===== config.mk =====
export PLATFORM = sky130hd
export DESIGN_NAME = gpio_pin_drive_control
export DESIGN_NICKNAME = d
export VERILOG_FILES = /design/src/gpio_pin_drive_control.v
export VERILOG_INCLUDE_DIRS = /design/src
export SDC_FILE = /design/constraint.sdc
export NUM_CORES = 1
export LEC_CHECK = 0
export CORE_MARGIN = 2
export CORE_UTILIZATION = 65
export DETAILED_ROUTE_END_ITERATION = 6
export DONT_BUFFER_PORTS = 1
export GPL_ROUTABILITY_DRIVEN = 0
export PLACE_DENSITY = 0.8
export SETUP_SLACK_MARGIN = 0.15
export SLEW_MARGIN = 10
export SYNTH_ARGS = -nofsm -noshare
export SYNTH_HDL_FRONTEND = slang
export SYNTH_SLANG_ARGS = --single-unit

===== constraint.sdc =====
create_clock -name CLOCK -period 3.34 [get_ports CLOCK]
set_input_delay 0.501 -clock CLOCK [delete_from_list [all_inputs] [get_ports CLOCK]]
set_output_delay 0.501 -clock CLOCK [all_outputs]
set_load 0.02 [all_outputs]

===== src/gpio_defines.vh =====
// What this block does
// (RULE_01) every pin keeps its own three-bit drive mode, chosen independently.
// (RULE_02) modes 0 and 1 keep all drivers off whatever the output value.
// (RULE_03) mode 2: pull-up or strong low; mode 3: strong high or pull-down.
// (RULE_04) mode 4: high impedance for one, strong low for zero.
// (RULE_05) mode 5: strong high for one, high impedance for zero.
// (RULE_06) mode 6 drives strongly both ways; mode 7 pulls both ways.
// (RULE_07) drive value is the output register bit, or routed signal when bypassed.
// (RULE_08) special pins in regulated output mode get no resistive drive.
// (RULE_09) usb-capable pins use only a drive-enable and a pull-up-enable bit.
// (RULE_10) usb pins: zero is strong low; one is strong, pulled or floating.
// (RULE_11) in usb operation those two bits have no effect.
// (RULE_12) port-wide mode writes leave the usb pins' mode bits unchanged.
// (RULE_13) each pin interrupts on rising, falling or both edges as selected.
// (RULE_14) pin interrupts combine into one request line per port.
// (RULE_15) separate pin-state read register and output-value write register.
// (RULE_16) settings reachable per port (bit per pin) and per pin (gathered); here interrupt type is pin form only, regulated mode port form only.
// (RULE_17) drive mode after reset is programmable per port.
// (RULE_18) interrupt selection has a disabled setting.
// (RULE_19) each event sets the pin's status bit and requests the port interrupt.
// (RULE_20) routed output enable switches between digital high-z and chosen mode.
// (RULE_21) reset drive state is analog high impedance, input buffer off.
// (RULE_22) pin inputs are synchronised before edge comparison.
`ifndef GPIO_DEFINES_VH
`define GPIO_DEFINES_VH

// port-form register offsets, low nibble; bit 6 picks the port
`define OFS_OUTPUT_VALUE  4'h0
`define OFS_DM_BIT0       4'h1
`define OFS_DM_BIT1       4'h2
`define OFS_DM_BIT2       4'h3
`define OFS_BYPASS        4'h4
`define OFS_BIDIR_ENABLE  4'h5
`define OFS_PIN_STATE     4'h6
`define OFS_INT_STATUS    4'h7
`define OFS_SIO_REGULATED 4'h8
// address fields
`define ADDR_PORT_BIT     6
`define ADDR_PINFORM_BIT  4
// pin-form field positions
`define PF_OUT_BIT        0
`define PF_DM_LSB         1
`define PF_BYP_BIT        4
`define PF_BIE_BIT        5
`define PF_IT_LSB         6
// drive modes
`define DM_ANALOG_HIZ     3'h0
`define DM_DIGITAL_HIZ    3'h1
`define DM_PULL_UP        3'h2
`define DM_PULL_DOWN      3'h3
`define DM_OD_LOW         3'h4
`define DM_OD_HIGH        3'h5
`define DM_STRONG         3'h6
`define DM_PULL_BOTH      3'h7
// interrupt type encodings
`define IT_DISABLED       2'h0
`define IT_RISING         2'h1
`define IT_FALLING        2'h2
`define IT_BOTH           2'h3
// pins 14 and 15 are the usb-capable pair
`define USB_PIN_FIRST     14

`endif


===== src/gpio_pin_drive_control.v =====
`timescale 1ns/1ns
`include "gpio_defines.vh"

module gpio_pin_drive_control (
  input  wire        CLOCK,
  input  wire        RST_N,
  input  wire [7:0]  ADDR,
  input  wire [7:0]  WDATA,
  input  wire        WR,
  input  wire        RD,
  output reg  [7:0]  RDATA,
  input  wire [2:0]  RESET_MODE_A,
  input  wire [2:0]  RESET_MODE_B,
  input  wire        USB_MODE,
  input  wire [15:0] PIN_IN,
  input  wire [15:0] ROUTED_OUT,
  input  wire [15:0] ROUTED_OE,
  output reg  [15:0] STRONG_HIGH,
  output reg  [15:0] STRONG_LOW,
  output reg  [15:0] PULL_UP,
  output reg  [15:0] PULL_DOWN,
  output reg  [15:0] INPUT_BUF_EN,
  output reg  [15:0] PIN_STATE,
  output reg  [1:0]  IRQ
);

  reg  [15:0] output_value_reg;
  reg  [15:0] dm0_reg;
  reg  [15:0] dm1_reg;
  reg  [15:0] dm2_reg;
  reg  [15:0] bypass_reg;
  reg  [15:0] bidir_enable_reg;
  reg  [15:0] sio_regulated_reg;
  reg  [15:0] it0_reg;
  reg  [15:0] it1_reg;
  reg  [15:0] status_reg;
  reg  [15:0] status_next;
  reg  [15:0] sync1_reg;
  reg  [15:0] sync2_reg;
  reg  [15:0] prev_reg;
  reg         init_done_reg;
  reg  [7:0]  rdata_next;
  wire [15:0] hi_next;
  wire [15:0] lo_next;
  wire [15:0] pu_next;
  wire [15:0] pd_next;
  wire [15:0] ibuf_next;
  wire [15:0] event_vec;
  reg  [15:0] clear_vec;
  genvar      g;

  wire        port_sel  = ADDR[`ADDR_PORT_BIT];
  wire        pin_form  = ADDR[`ADDR_PINFORM_BIT];
  wire [3:0]  offset    = ADDR[3:0];
  wire [3:0]  pin_index = {port_sel, ADDR[2:0]};
  wire        pin_hit   = pin_form && (ADDR[3] == 1'b0) && (ADDR[7] == 1'b0) && (ADDR[5] == 1'b0);
  wire        port_hit  = !pin_form && (ADDR[7] == 1'b0) && (ADDR[5] == 1'b0);
  wire [7:0]  port_lane = port_sel ? 8'hff : 8'h00;
  wire [15:0] port_mask = {port_lane, ~port_lane};
  // usb pair bits are masked out of port-wide mode writes
  wire [15:0] usb_mask  = 16'hc000;

  // two-stage synchroniser plus one history stage for edge compare
  always @(posedge CLOCK or negedge RST_N) begin
    if (!RST_N) begin
      sync1_reg <= 16'h0000;
      sync2_reg <= 16'h0000;
      prev_reg  <= 16'h0000;
    end else begin
      sync1_reg <= PIN_IN;
      sync2_reg <= sync1_reg; // [RULE_22]
      prev_reg  <= sync2_reg;
    end
  end

  // edge qualification per pin; type 0 never fires
  generate
    for (g = 0; g < 16; g = g + 1) begin : edge_qual
      wire       rise  = sync2_reg[g] & ~prev_reg[g];
      wire       fall  = ~sync2_reg[g] & prev_reg[g];
      wire [1:0] itype = {it1_reg[g], it0_reg[g]};
      reg        edge_hit;
      // compare against the history stage only, never the first flop
      always @* begin
        case (itype)
          `IT_RISING:  edge_hit = rise; // [RULE_13]
          `IT_FALLING: edge_hit = fall; // [RULE_13]
          `IT_BOTH:    edge_hit = rise | fall; // [RULE_13]
          default:     edge_hit = 1'b0; // [RULE_18]
        endcase
      end
      assign event_vec[g] = edge_hit;
    end
  endgenerate

  // status cleared by reading it; a new event in the same cycle wins
  always @* begin
    clear_vec = 16'h0000;
    if (RD && port_hit && offset == `OFS_INT_STATUS) begin
      clear_vec = port_mask;
    end
    status_next = (status_reg & ~clear_vec) | event_vec; // [RULE_19]
  end

  // register file writes, port form and pin form share the storage
  always @(posedge CLOCK or negedge RST_N) begin
    if (!RST_N) begin
      output_value_reg  <= 16'h0000;
      dm0_reg           <= 16'h0000; // [RULE_21]
      dm1_reg           <= 16'h0000;
      dm2_reg           <= 16'h0000;
      bypass_reg        <= 16'h0000;
      bidir_enable_reg  <= 16'h0000;
      sio_regulated_reg <= 16'h0000;
      it0_reg           <= 16'h0000;
      it1_reg           <= 16'h0000;
      status_reg        <= 16'h0000;
      init_done_reg     <= 1'b0;
    end else begin
      status_reg <= status_next;
      if (!init_done_reg) begin
        // straps are taken once, just after release, not during reset
        init_done_reg <= 1'b1;
        dm0_reg <= {2'b00, {6{RESET_MODE_B[0]}}, {8{RESET_MODE_A[0]}}}; // [RULE_17]
        dm1_reg <= {2'b00, {6{RESET_MODE_B[1]}}, {8{RESET_MODE_A[1]}}}; // [RULE_17]
        dm2_reg <= {2'b00, {6{RESET_MODE_B[2]}}, {8{RESET_MODE_A[2]}}}; // [RULE_17]
      end else if (WR && port_hit) begin
        case (offset)
          `OFS_OUTPUT_VALUE: begin
            output_value_reg <= (output_value_reg & ~port_mask) | ({WDATA, WDATA} & port_mask); // [RULE_15]
          end
          `OFS_DM_BIT0: begin
            dm0_reg <= (dm0_reg & ~(port_mask & ~usb_mask)) | ({WDATA, WDATA} & port_mask & ~usb_mask); // [RULE_12]
          end
          `OFS_DM_BIT1: begin
            dm1_reg <= (dm1_reg & ~(port_mask & ~usb_mask)) | ({WDATA, WDATA} & port_mask & ~usb_mask); // [RULE_12]
          end
          `OFS_DM_BIT2: begin
            dm2_reg <= (dm2_reg & ~(port_mask & ~usb_mask)) | ({WDATA, WDATA} & port_mask & ~usb_mask); // [RULE_12]
          end
          `OFS_BYPASS: begin
            bypass_reg <= (bypass_reg & ~port_mask) | ({WDATA, WDATA} & port_mask); // [RULE_16]
          end
          `OFS_BIDIR_ENABLE: begin
            bidir_enable_reg <= (bidir_enable_reg & ~port_mask) | ({WDATA, WDATA} & port_mask); // [RULE_16]
          end
          `OFS_SIO_REGULATED: begin
            sio_regulated_reg <= (sio_regulated_reg & ~port_mask) | ({WDATA, WDATA} & port_mask);
          end
          default: begin
            init_done_reg <= 1'b1;
          end
        endcase
      end else if (WR && pin_hit) begin
        // pin form gathers one pin's bits, all but the regulated bit, in a single write
        output_value_reg[pin_index] <= WDATA[`PF_OUT_BIT]; // [RULE_16]
        dm0_reg[pin_index]          <= WDATA[`PF_DM_LSB]; // [RULE_01]
        dm1_reg[pin_index]          <= WDATA[`PF_DM_LSB + 1];
        dm2_reg[pin_index]          <= WDATA[`PF_DM_LSB + 2];
        bypass_reg[pin_index]       <= WDATA[`PF_BYP_BIT];
        bidir_enable_reg[pin_index] <= WDATA[`PF_BIE_BIT];
        it0_reg[pin_index]          <= WDATA[`PF_IT_LSB];
        it1_reg[pin_index]          <= WDATA[`PF_IT_LSB + 1];
      end
    end
  end

  // read mux, answered in the following cycle
  always @* begin
    rdata_next = 8'h00;
    if (RD && port_hit) begin
      case (offset)
        `OFS_OUTPUT_VALUE:  rdata_next = port_sel ? output_value_reg[15:8] : output_value_reg[7:0];
        `OFS_DM_BIT0:       rdata_next = port_sel ? dm0_reg[15:8] : dm0_reg[7:0];
        `OFS_DM_BIT1:       rdata_next = port_sel ? dm1_reg[15:8] : dm1_reg[7:0];
        `OFS_DM_BIT2:       rdata_next = port_sel ? dm2_reg[15:8] : dm2_reg[7:0];
        `OFS_BYPASS:        rdata_next = port_sel ? bypass_reg[15:8] : bypass_reg[7:0];
        `OFS_BIDIR_ENABLE:  rdata_next = port_sel ? bidir_enable_reg[15:8] : bidir_enable_reg[7:0];
        `OFS_PIN_STATE:     rdata_next = port_sel ? sync2_reg[15:8] : sync2_reg[7:0]; // [RULE_15]
        `OFS_INT_STATUS:    rdata_next = port_sel ? status_reg[15:8] : status_reg[7:0];
        `OFS_SIO_REGULATED: rdata_next = port_sel ? sio_regulated_reg[15:8] : sio_regulated_reg[7:0];
        default:            rdata_next = 8'h00;
      endcase
    end else if (RD && pin_hit) begin
      rdata_next = {it1_reg[pin_index], it0_reg[pin_index], bidir_enable_reg[pin_index],
                    bypass_reg[pin_index], dm2_reg[pin_index], dm1_reg[pin_index],
                    dm0_reg[pin_index], output_value_reg[pin_index]}; // [RULE_16]
    end
  end

  // drive decode for the general and special pins
  generate
    for (g = 0; g < `USB_PIN_FIRST; g = g + 1) begin : pin_drive
      wire       val      = bypass_reg[g] ? ROUTED_OUT[g] : output_value_reg[g]; // [RULE_07]
      wire       oe_off   = bidir_enable_reg[g] && !ROUTED_OE[g];
      wire [2:0] set_mode = {dm2_reg[g], dm1_reg[g], dm0_reg[g]}; // [RULE_01]
      wire [2:0] mode     = oe_off ? `DM_DIGITAL_HIZ : set_mode; // [RULE_20]
      wire       no_res   = (g < 8) && sio_regulated_reg[g];
      reg        hi;
      reg        lo;
      reg        pu;
      reg        pd;
      // each mode picks the driver used for a one and for a zero
      always @* begin
        hi = 1'b0;
        lo = 1'b0;
        pu = 1'b0;
        pd = 1'b0;
        case (mode)
          `DM_PULL_UP: begin
            pu = val; // [RULE_03]
            lo = ~val;
          end
          `DM_PULL_DOWN: begin
            hi = val; // [RULE_03]
            pd = ~val;
          end
          `DM_OD_LOW: begin
            lo = ~val; // [RULE_04]
          end
          `DM_OD_HIGH: begin
            hi = val; // [RULE_05]
          end
          `DM_STRONG: begin
            hi = val; // [RULE_06]
            lo = ~val;
          end
          `DM_PULL_BOTH: begin
            pu = val; // [RULE_06]
            pd = ~val;
          end
          default: begin
            hi = 1'b0; // [RULE_02]
          end
        endcase
      end
      // regulated special pins have no resistors; the pulled side floats
      assign hi_next[g]   = hi;
      assign lo_next[g]   = lo;
      assign pu_next[g]   = pu & ~no_res; // [RULE_08]
      assign pd_next[g]   = pd & ~no_res; // [RULE_08]
      assign ibuf_next[g] = (mode != `DM_ANALOG_HIZ); // [RULE_21]
    end
  endgenerate

  // usb-capable pair: drive enable in bit 0, pull-up enable in bit 1
  generate
    for (g = `USB_PIN_FIRST; g < 16; g = g + 1) begin : usb_drive
      wire val    = bypass_reg[g] ? ROUTED_OUT[g] : output_value_reg[g]; // [RULE_07]
      wire drv_en = dm0_reg[g]; // [RULE_09]
      wire pu_en  = dm1_reg[g]; // [RULE_09]
      wire io_use = !USB_MODE; // usb core owns the pins [RULE_11]
      assign lo_next[g]   = io_use & ~val; // [RULE_10]
      assign hi_next[g]   = io_use & val & drv_en; // [RULE_10]
      assign pu_next[g]   = io_use & val & ~drv_en & pu_en; // [RULE_10]
      assign pd_next[g]   = 1'b0;
      assign ibuf_next[g] = 1'b1;
    end
  endgenerate

  // all outputs registered; drive changes lag settings by one cycle
  always @(posedge CLOCK or negedge RST_N) begin
    if (!RST_N) begin
      RDATA        <= 8'h00;
      STRONG_HIGH  <= 16'h0000;
      STRONG_LOW   <= 16'h0000;
      PULL_UP      <= 16'h0000;
      PULL_DOWN    <= 16'h0000;
      INPUT_BUF_EN <= 16'h0000;
      PIN_STATE    <= 16'h0000;
      IRQ          <= 2'b00;
    end else begin
      RDATA        <= rdata_next;
      STRONG_HIGH  <= hi_next;
      STRONG_LOW   <= lo_next;
      PULL_UP      <= pu_next;
      PULL_DOWN    <= pd_next;
      INPUT_BUF_EN <= ibuf_next;
      PIN_STATE    <= sync2_reg;
      IRQ[0]       <= |status_next[7:0]; // [RULE_14]
      IRQ[1]       <= |status_next[15:8]; // [RULE_14]
    end
  end

endmodule


* Word-level counts from Yosys, hierarchy flattened *
Cells that the tools add are included.

storage, ports and cells
  register bits = 296
  bits in latches = 0
  RAM bits = 0
  memory bits (read-only) = 0
  bits of input ports = 75
  output and inout port bits = 106
  word-level logic and storage cells = 613
  memories = 0

cells by class
  $add $sub $neg = 0
  multiply operators = 0
  div/mod/pow operators = 0
  magnitude comparators = 2
  equal/unequal tests = 147
  shifts and indexed selects = 0
  mux-type cells = 163
  bitwise operators = 157
  reductions and logical operators = 123

operator list
  kind                                                             count
  16-bit two-way mux                                               22
  3-bit == test, second input constant                             56
  16-bit bitwise AND                                               9
  16-bit bitwise mux                                               8
  8-bit two-way mux                                                12
  3-bit by 2-bit == test with 1-bit output, second input constant  28
  3-bit OR reduction                                               28
  1-bit two-way mux                                                81
  16-bit bitwise OR                                                5
  8-bit case mux with 9 select lines                               1
  2-bit == test, second input constant                             32
  1-bit NOT                                                        62
  1-bit bitwise AND                                                58
  2-bit OR reduction                                               28
  16-bit by 14-bit bitwise OR with 16-bit output                   3
  1-bit case mux with 3 select lines                               16
  3-bit two-way mux                                                14
  3-bit nonzero test                                               14
  1-bit binary-select mux with 4-bit select                        8
  2-bit by 1-bit == test with 1-bit output, second input constant  16
  16-bit NOT                                                       2
  1-bit logical AND                                                25
  4-bit by 3-bit == test with 1-bit output, second input constant  4
  1-bit logical NOT                                                16
  17 further kinds                                                 44

* Longest topological paths before layout *
Gate-level depths: netlist of the first run.

  depth after elaboration = 10
  mapped depth = 9
  depth with buffers taken out = 7

* Worst setup path after synthesis of the first run *
No wires, ideal clock.

  kind = input-to-reg
  from = input ADDR[0]
  to = register RDATA[1]
  setup time = 142 ps
  arrival = 2183 ps
  data required time = 3198 ps
  path slack = 1015 ps
  cell stages on the path = 8
  buffers on the path = 3
  path through = buf_2 buf_2 buf_2 mux2i_1 nor4_1 or3_1 a2111oi_0 o22ai_1

on the way
  longest elaborated chain between the ends = 4
  elaborated cells on any way between the ends = 14
  those cells by class = eq/ne: 8; mux: 5; reduce/logical: 1

ends and longest elaborated chain
  item                                       RTL line                      RTL
  from (decl)                                gpio_pin_drive_control.v:7    input wire [7:0] ADDR,
  1-bit binary-select mux with 4-bit select  gpio_pin_drive_control.v:187  dm0_reg[pin_index], output_value_reg[pin_index]};
  1-bit two-way mux (not written as such)    gpio_pin_drive_control.v:187
  8-bit two-way mux                          gpio_pin_drive_control.v:184  end else if (RD && pin_hit) begin
  8-bit two-way mux (*)                      gpio_pin_drive_control.v:171  if (RD && port_hit) begin
  via rdata_next[1]                          gpio_pin_drive_control.v:42   reg [7:0] rdata_next;
  to (signal assigned)                       gpio_pin_drive_control.v:273  RDATA <= rdata_next;
  to (decl)                                  gpio_pin_drive_control.v:11   output reg [7:0] RDATA,

The timed path passes the listed nets; every way through them passes the cells marked *. The select of a mux whose other input is x is not followed.
A chain may end at the register's enable or synchronous reset.

==> flow_summary.toml, run 1 <==
[setup_path]
crit_path_start_kind = "flip-flop"
cpPeakStageDelay_ps = 930
reg2reg_from = "INPUT_BUF_EN[14]"
reg2reg_slack_ps = 770
critPathCaptureType = "flip-flop"
crit_chain = "clkinv_1 -> nor2_1 -> a21oi_1 -> o21ai_0 -> mux2_2"
rr_worst_depth = 5
crit_arrival_ps = 3020
crit_slowest_cell = "a21oi_1"
crit_type = "reg -> reg"
cp_data_required_time_ps = 3790
cp_max_fo = 12

[timing]
max_freq_mhz = 389
relSlewSlack_pct = 23.7
tns_ps = 0
slew_violations = 0
rsz0062_at_grt = "no"
skew_ps = 11.4
fin_crit_ps = 2570
worst_pin_slew_ps = 1150
setup_viol = 0
hold_viol_final = 295
fin_hold_ws_ps = -354
fin_crit_sh_pct = 77.0

[clock_tree]
clock_latency_ps = 570
cts_sinks = 295
clk_pin_slew_ps = 60
ctsResizeCount = 0
root_buffer = "clkbuf_16"
cts_buffers = 30
cts_tree = "yes"
postCtsSetupBuffers = 0
cts.path.max_buffers = 3
h-tree-depth = 1
cts_hold_buf = 17

[cells_and_area]
nFillCells = 1674
utilization_pct = 72.0
nets = 1600
drive_gt1_share_pct = 13.7
final_common_cell = "dfrtp_1"
synthToLayoutAreaGrowth_pct = 8.19
final_cell_mix = "dfrtp_1 (295), o21ai_0 (139), nor2_1 (127)"
diodes = 0

[floorplanning]
io_pins = 181
start_util_pct = 66.6
die-width_um = 160
coreArea_mm2 = 0.0236
die_h_um = 160
die-area_mm2 = 0.0254
fp-row-count = 56

[logic_synthesis]
yosys.area.top_type = "dfrtp_1"
synthMuxAreaShare_pct = 14.8
yosys-top-cells-area = "dfrtp_1 (47%), mux2_2 (5.9%), mux4_2 (5.2%), o21ai_0 (4.4%), mux2i_1 (3.8%)"
synth.avg_cell_area_um2 = 10.2
netlist_instances = 1539
ys_seq_area_share_pct = 46.9
synth_compound_area_share_pct = 14.9
syn_area_mm2 = 0.0157
synthAdderAreaFrac_pct = 2.55
synth_edf_count = 0
synthArstFlopShare_pct = 100
ys_types = 70
synthXorXnorAreaFrac_pct = 1.56
yosys.area_share.simple_pct = 14.6
synth_top_area_share_pct = 46.9
synth_seq_cells = 295
synth_top_family_by_area = "compound AO/OA/AOI/OAI gates"
ys.flop_type = "dfrtp_1"
ys_warn_count = 0

[detailed_routing]
ant_nets = 0
vias = 13300
firstDrtPassIters = 7
wire_per_inst_um = 26.5
drc_errors = 19
routed_wl_mm = 48.7
dr.first_iter.drc_count = 2218
viasPerCell = 7.23

[power]
cellPowerDensity_mw_per_mm2 = 528
peakVddDrop_mv = 0.402
power_leakage_nw = 7.45

[hold_path]
hold_class = "in -> async"

[global_routing]
grt-ovfl-total = 0
grt_max_degree = 296
antenna_found_initial = 0
track_usage_pct = 37.6
grt_pass1_vias = 12900
grt_pass1_wl_mm = 74.2

[flow_run]
maxCapViolations = 0

[placement]
io_buffers = 0
dp_hpwl_mm = 32.8

[status]
violations = "design-rule violations, negative hold slack"
status = "complete, but fails checks"
==> cells in the mapped netlist, types with 4 or more instances <==
master	number
dfrtp_1	295
o21ai_0	139
nor2_1	127
nand2_1	115
mux2_2	82
clkbuf_1	81
a21oi_1	70
mux2i_1	59
inv_1	52
nand3_1	40
mux4_2	36
nor2b_1	33
ha_1	32
a22oi_1	31
buf_2	25
o22ai_1	23
xor2_1	22
a31oi_1	21
nand2b_1	19
nor3_1	18
and3_1	16
nand3b_1	15
a221oi_1	13
a21o_1	11
nor4_1	11
nor4b_1	11
o211ai_1	10
a21boi_0	9
a41oi_1	9
buf_1	9
a221o_1	8
and4_1	7
buf_4	7
or4_1	7
xnor2_1	6
a211o_1	4
a22o_1	4
and2_1	4
nand4b_1	4
o21a_1	4
o32ai_1	4
or2_2	4
or4b_1	4
==> cell type report <==
class | count | area (um^2) | share of cell area (%)
multi-input combinational | 1070 | 7640 | 44.9
sequential | 295 | 7380 | 43.4
clock buffer | 45 | 928 | 5.46
tap | 319 | 399 | 2.35
inverter | 53 | 199 | 1.17
timing repair buffer | 43 | 365 | 2.15
clock inverter | 10 | 100 | 0.588
==> worst max-delay path: cells and delay by family (launching register included) <==
family,cells,cell delay (ps)
compound gates,2,1230
buf+inv,1,230
flops,1,480
mux,1,350
simple gates,1,170
==> worst max-delay path by stage <==
stage                     startpoint         to  slack (ps)  depth (start not counted)
detailed placement           ADDR[0]  flip-flop         530                          4
global placement             ADDR[0]  flip-flop         610                          4
global route        INPUT_BUF_EN[14]  flip-flop         680                          6
CTS                 INPUT_BUF_EN[14]  flip-flop         910                          6
finish              INPUT_BUF_EN[14]  flip-flop         770                          5
floorplan                    ADDR[0]   RDATA[1]        1010                          8
==> kinds of logic (layout without fill, tap and decap cells) <==
group	Yosys count	count (layout)
XOR/XNOR	28	28
AO/OA/AOI/OAI	379	379
flip-flops	295	295
other	2	3
multiplexers	177	177
buffers and inverters	175	151
adder cells (fa/ha/maj)	32	32
AND/OR/NAND/NOR	451	451
==> per-layer routing <==
metal	wire length, um	track usage, %	up-vias
met5	0	0	-
met4	3600	22.1	0
met3	6840	9.87	293
met2	21100	56.9	1155
met1	17100	49.1	6349
li1	-	-	5469
==> metrics by stage <==
step | hold slack (ps) | setup WS, ps | total power [W] | cell area (um^2) | std cells
final | -354 | 769 | 0.00898 | 17000 | 1835
after global routing | -372 | 683 | 0.00922 | 17000 | 1835
after CTS | -374 | 911 | 0.00893 | 17000 | 1835
after detailed placement | 222 | 526 | 0.00547 | 15800 | 1763
after global placement | 219 | 614 | 0.00542 | 15800 | 1763
after floorplan | 205 | 1010 | 0.00520 | 15700 | 1540
==> report_power, final <==
part | switching [W] | leakage [nW] | internal (W)
combinational | 0.000537 | 3.14 | 0.000505
sequential | 0.000579 | 3.79 | 0.00387
clock | 0.00143 | 0.518 | 0.00206
Power figures use the tool's default switching activity.
==> inputs of run 2 (changes only) <==
--- a/config.mk
+++ b/config.mk
@@ -6,12 +6,13 @@
 export SDC_FILE = /design/constraint.sdc
 export NUM_CORES = 1
 export LEC_CHECK = 0
+export ABC_AREA = 1
 export CORE_MARGIN = 2
-export CORE_UTILIZATION = 65
+export CORE_UTILIZATION = 64
 export DETAILED_ROUTE_END_ITERATION = 6
 export DONT_BUFFER_PORTS = 1
 export GPL_ROUTABILITY_DRIVEN = 0
-export PLACE_DENSITY = 0.8
+export PLACE_DENSITY = 0.79
 export SETUP_SLACK_MARGIN = 0.15
 export SLEW_MARGIN = 10
 export SYNTH_ARGS = -nofsm -noshare
==> constraint.sdc (replaced) <==
create_clock -name CLOCK -period 2.6 [get_ports CLOCK]
set_input_delay 0.39 -clock CLOCK [delete_from_list [all_inputs] [get_ports CLOCK]]
set_output_delay 0.39 -clock CLOCK [all_outputs]
set_load 0.02 [all_outputs]
==> run 2 against run 1 <==
The flow still finishes with violations (design-rule violations, negative hold slack); via count rose by 18%; critical path depth rose by 2; first-iteration DRC count grew 9.4%; highest routed layer is now met5; clock skew increased by 5.4 ps; combinational power up 34%; sequential power up 22%; register-to-register slack lost 650 ps; worst hold slack worse by 130 ps.
==> flow_summary.toml, run 2 <==
[status]
status = "complete, but fails checks"
violations = "design-rule violations, negative hold slack"

[detailed_routing]
firstDrtPassIters = 7
dr.first_iter.drc_count = 2426
routed_wl_mm = 54.5
ant_nets = 0
vias = 15600
wire_per_inst_um = 21.6
viasPerCell = 6.19
drc_errors = 3

[cells_and_area]
multi_input_area_mm2 = 0.00714
nets = 2278
final_common_cell = "nand2_1"
seqCellArea_mm2 = 0.00738
utilization_pct = 71.0
nFillCells = 1968
final_cell_mix = "nand2_1 (749), dfrtp_1 (295), nor2_1 (211)"
drive_gt1_share_pct = 5.56
synthToLayoutAreaGrowth_pct = 9.68

[timing]
skew_ps = 16.8
slew_violations = 0
worst_pin_slew_ps = 1140
setup_viol = 0
relSlewSlack_pct = 24.1
max_freq_mhz = 403
hold_viol_final = 295
fin_crit_sh_pct = 95.4
fin_hold_ws_ps = -484
fin_crit_ps = 2480
tns_ps = 0
rsz0062_at_grt = "no"

[logic_synthesis]
synth_top_area_share_pct = 47.1
netlist_instances = 2153
synth_seq_cells = 295
syn_area_mm2 = 0.0157
synth_common_cells = "nand2_1 (749), dfrtp_1 (295), nor2_1 (212)"
synth.avg_cell_area_um2 = 7.27
ys.flop_type = "dfrtp_1"
synthArstFlopShare_pct = 100
ys_seq_area_share_pct = 47.1
synth_edf_count = 0
ys_types = 33
yosys.area.top_type = "dfrtp_1"
synth.most_common_cell = "nand2_1"
yosys-top-cells-area = "dfrtp_1 (47%), nand2_1 (18%), o21ai_0 (6.7%), nor2_1 (5.1%), inv_1 (5.0%)"
ys_warn_count = 0

[power]
fin_total_pwr_w = 0.0113
peakVddDrop_mv = 0.586
p_switching_w = 0.00333
p_sw_share_pct = 29.5
power_leakage_nw = 8.56
power.clock.fraction_pct = 39.6
p_seq_share_pct = 48.1
internal_power_w = 0.00794
cellPowerDensity_mw_per_mm2 = 656
combPwrFrac_pct = 12.3

[clock_tree]
postCtsSetupBuffers = 0
ctsResizeCount = 0
clock_latency_ps = 580
cts_hold_buf = 20
cts_sinks = 295
cts_tree = "yes"
root_buffer = "clkbuf_16"
clk_pin_slew_ps = 70
h-tree-depth = 1
cts_buffers = 31
cts.path.max_buffers = 3

[setup_path]
cp_max_fo = 14
cp_data_required_time_ps = 3050
reg2reg_slack_ps = 120
reg2reg_from = "INPUT_BUF_EN[14]"
rr_worst_depth = 7
crit_path_start_kind = "flip-flop"
crit_path_start = "INPUT_BUF_EN[14]"
crit_type = "reg -> reg"
critPathCaptureType = "flip-flop"
crit_arrival_ps = 2930

[global_routing]
track_usage_pct = 42.3
grt-ovfl-total = 0
grt_pass1_vias = 14800
grt_pass1_wl_mm = 82.4
grt_max_degree = 296
antenna_found_initial = 4

[floorplanning]
start_util_pct = 64.8
die-area_mm2 = 0.0257
io_pins = 181
fp-row-count = 57
die_h_um = 160
coreArea_mm2 = 0.0242
die-width_um = 160

[hold_path]
hold_class = "in -> async"

[placement]
dp_hpwl_mm = 36.9
io_buffers = 0

[flow_run]
maxCapViolations = 0
## run 2: cell types whose count changed after synthesis, moves of 33 or more
cell / change
o21ai_0: +71
nand2_1: +634
mux2_2: -82
o21ai_1: +70
nor2b_1: -33
nand3_1: +34
mux2i_1: -59
mux4_2: -36
clkbuf_1: -54
inv_1: +156
nor2_1: +85
a21oi_1: +42
## run 2: routing by layer
| layer | GRT usage, % | routed length (um) |
|---|---|---|
| met1 | 51.3 | 18500 |
| met2 | 64.1 | 23300 |
| met3 | 14.4 | 7780 |
| met4 | 29.0 | 4860 |
| met5 | 0 | 10 |
## run 2: cell families (layout without fill, tap and decap cells)
logic type      count (synthesis)  after routing  share of synthesized area (%)
simple gates                 1121           1121                           29.1
compound gates                419            419                           13.8
flops                         295            295                           47.1
buf+inv                       284            324                           7.32
fa+ha+maj                      32             32                           2.56
other cells                     2              5                         0.0480
## run 2: worst max-delay path, stage by stage, from the launching register on
cell and delay [ps]:
dfrtp_1 710, inv_2 120, nor2_4 190, inv_2 100, o21ai_2 880, nor2_1 150, nand2_1 120, o21ai_1 70
## run 2: layout make-up
class,count,share of cell area [%]
inverters,224,4.90
diodes,2,0.0291
clock inverters,15,0.925
multi-input cells,1575,41.6
repair buffers,44,2.29
clock buffers,41,4.97
flip-flops and latches,295,43.0
well taps,324,2.36
## run 2: how the worst min path moves through the flow
stage | to | slack (ps) | depth (start not counted)
4_1_cts | asynchronous set/reset pin | -490 | 0
3_3_place_gp | INPUT_BUF_EN[9] | 100 | 0
3_5_place_dp | INPUT_BUF_EN[9] | 100 | 0
5_1_grt | asynchronous set/reset pin | -490 | 0
6_report | asynchronous set/reset pin | -480 | 0
2_1_floorplan | INPUT_BUF_EN[0] | 90 | 0
## run 2: power by group through the flow
| stage | combinational, W | sequential, W | clock, W |
|---|---|---|---|
| 2_1_floorplan | 0.000934 | 0.00539 | 0 |
| 3_3_place_gp | 0.00122 | 0.00547 | 0 |
| 3_5_place_dp | 0.00126 | 0.00549 | 0 |
| 4_1_cts | 0.00131 | 0.00541 | 0.00446 |
| 5_1_grt | 0.00150 | 0.00545 | 0.00464 |
| 6_report | 0.00139 | 0.00541 | 0.00447 |
## run 2: stage by stage
stage               worst slack [ps]  hold slack [ps]  area, um^2  instances
finish                           118             -484       17200       2520
global route                     168             -493       17200       2519
CTS                              351             -485       17200       2518
detailed placement               337              103       16000       2442
global placement                 403              105       16000       2442
floorplan                       1010             94.4       15700       2154
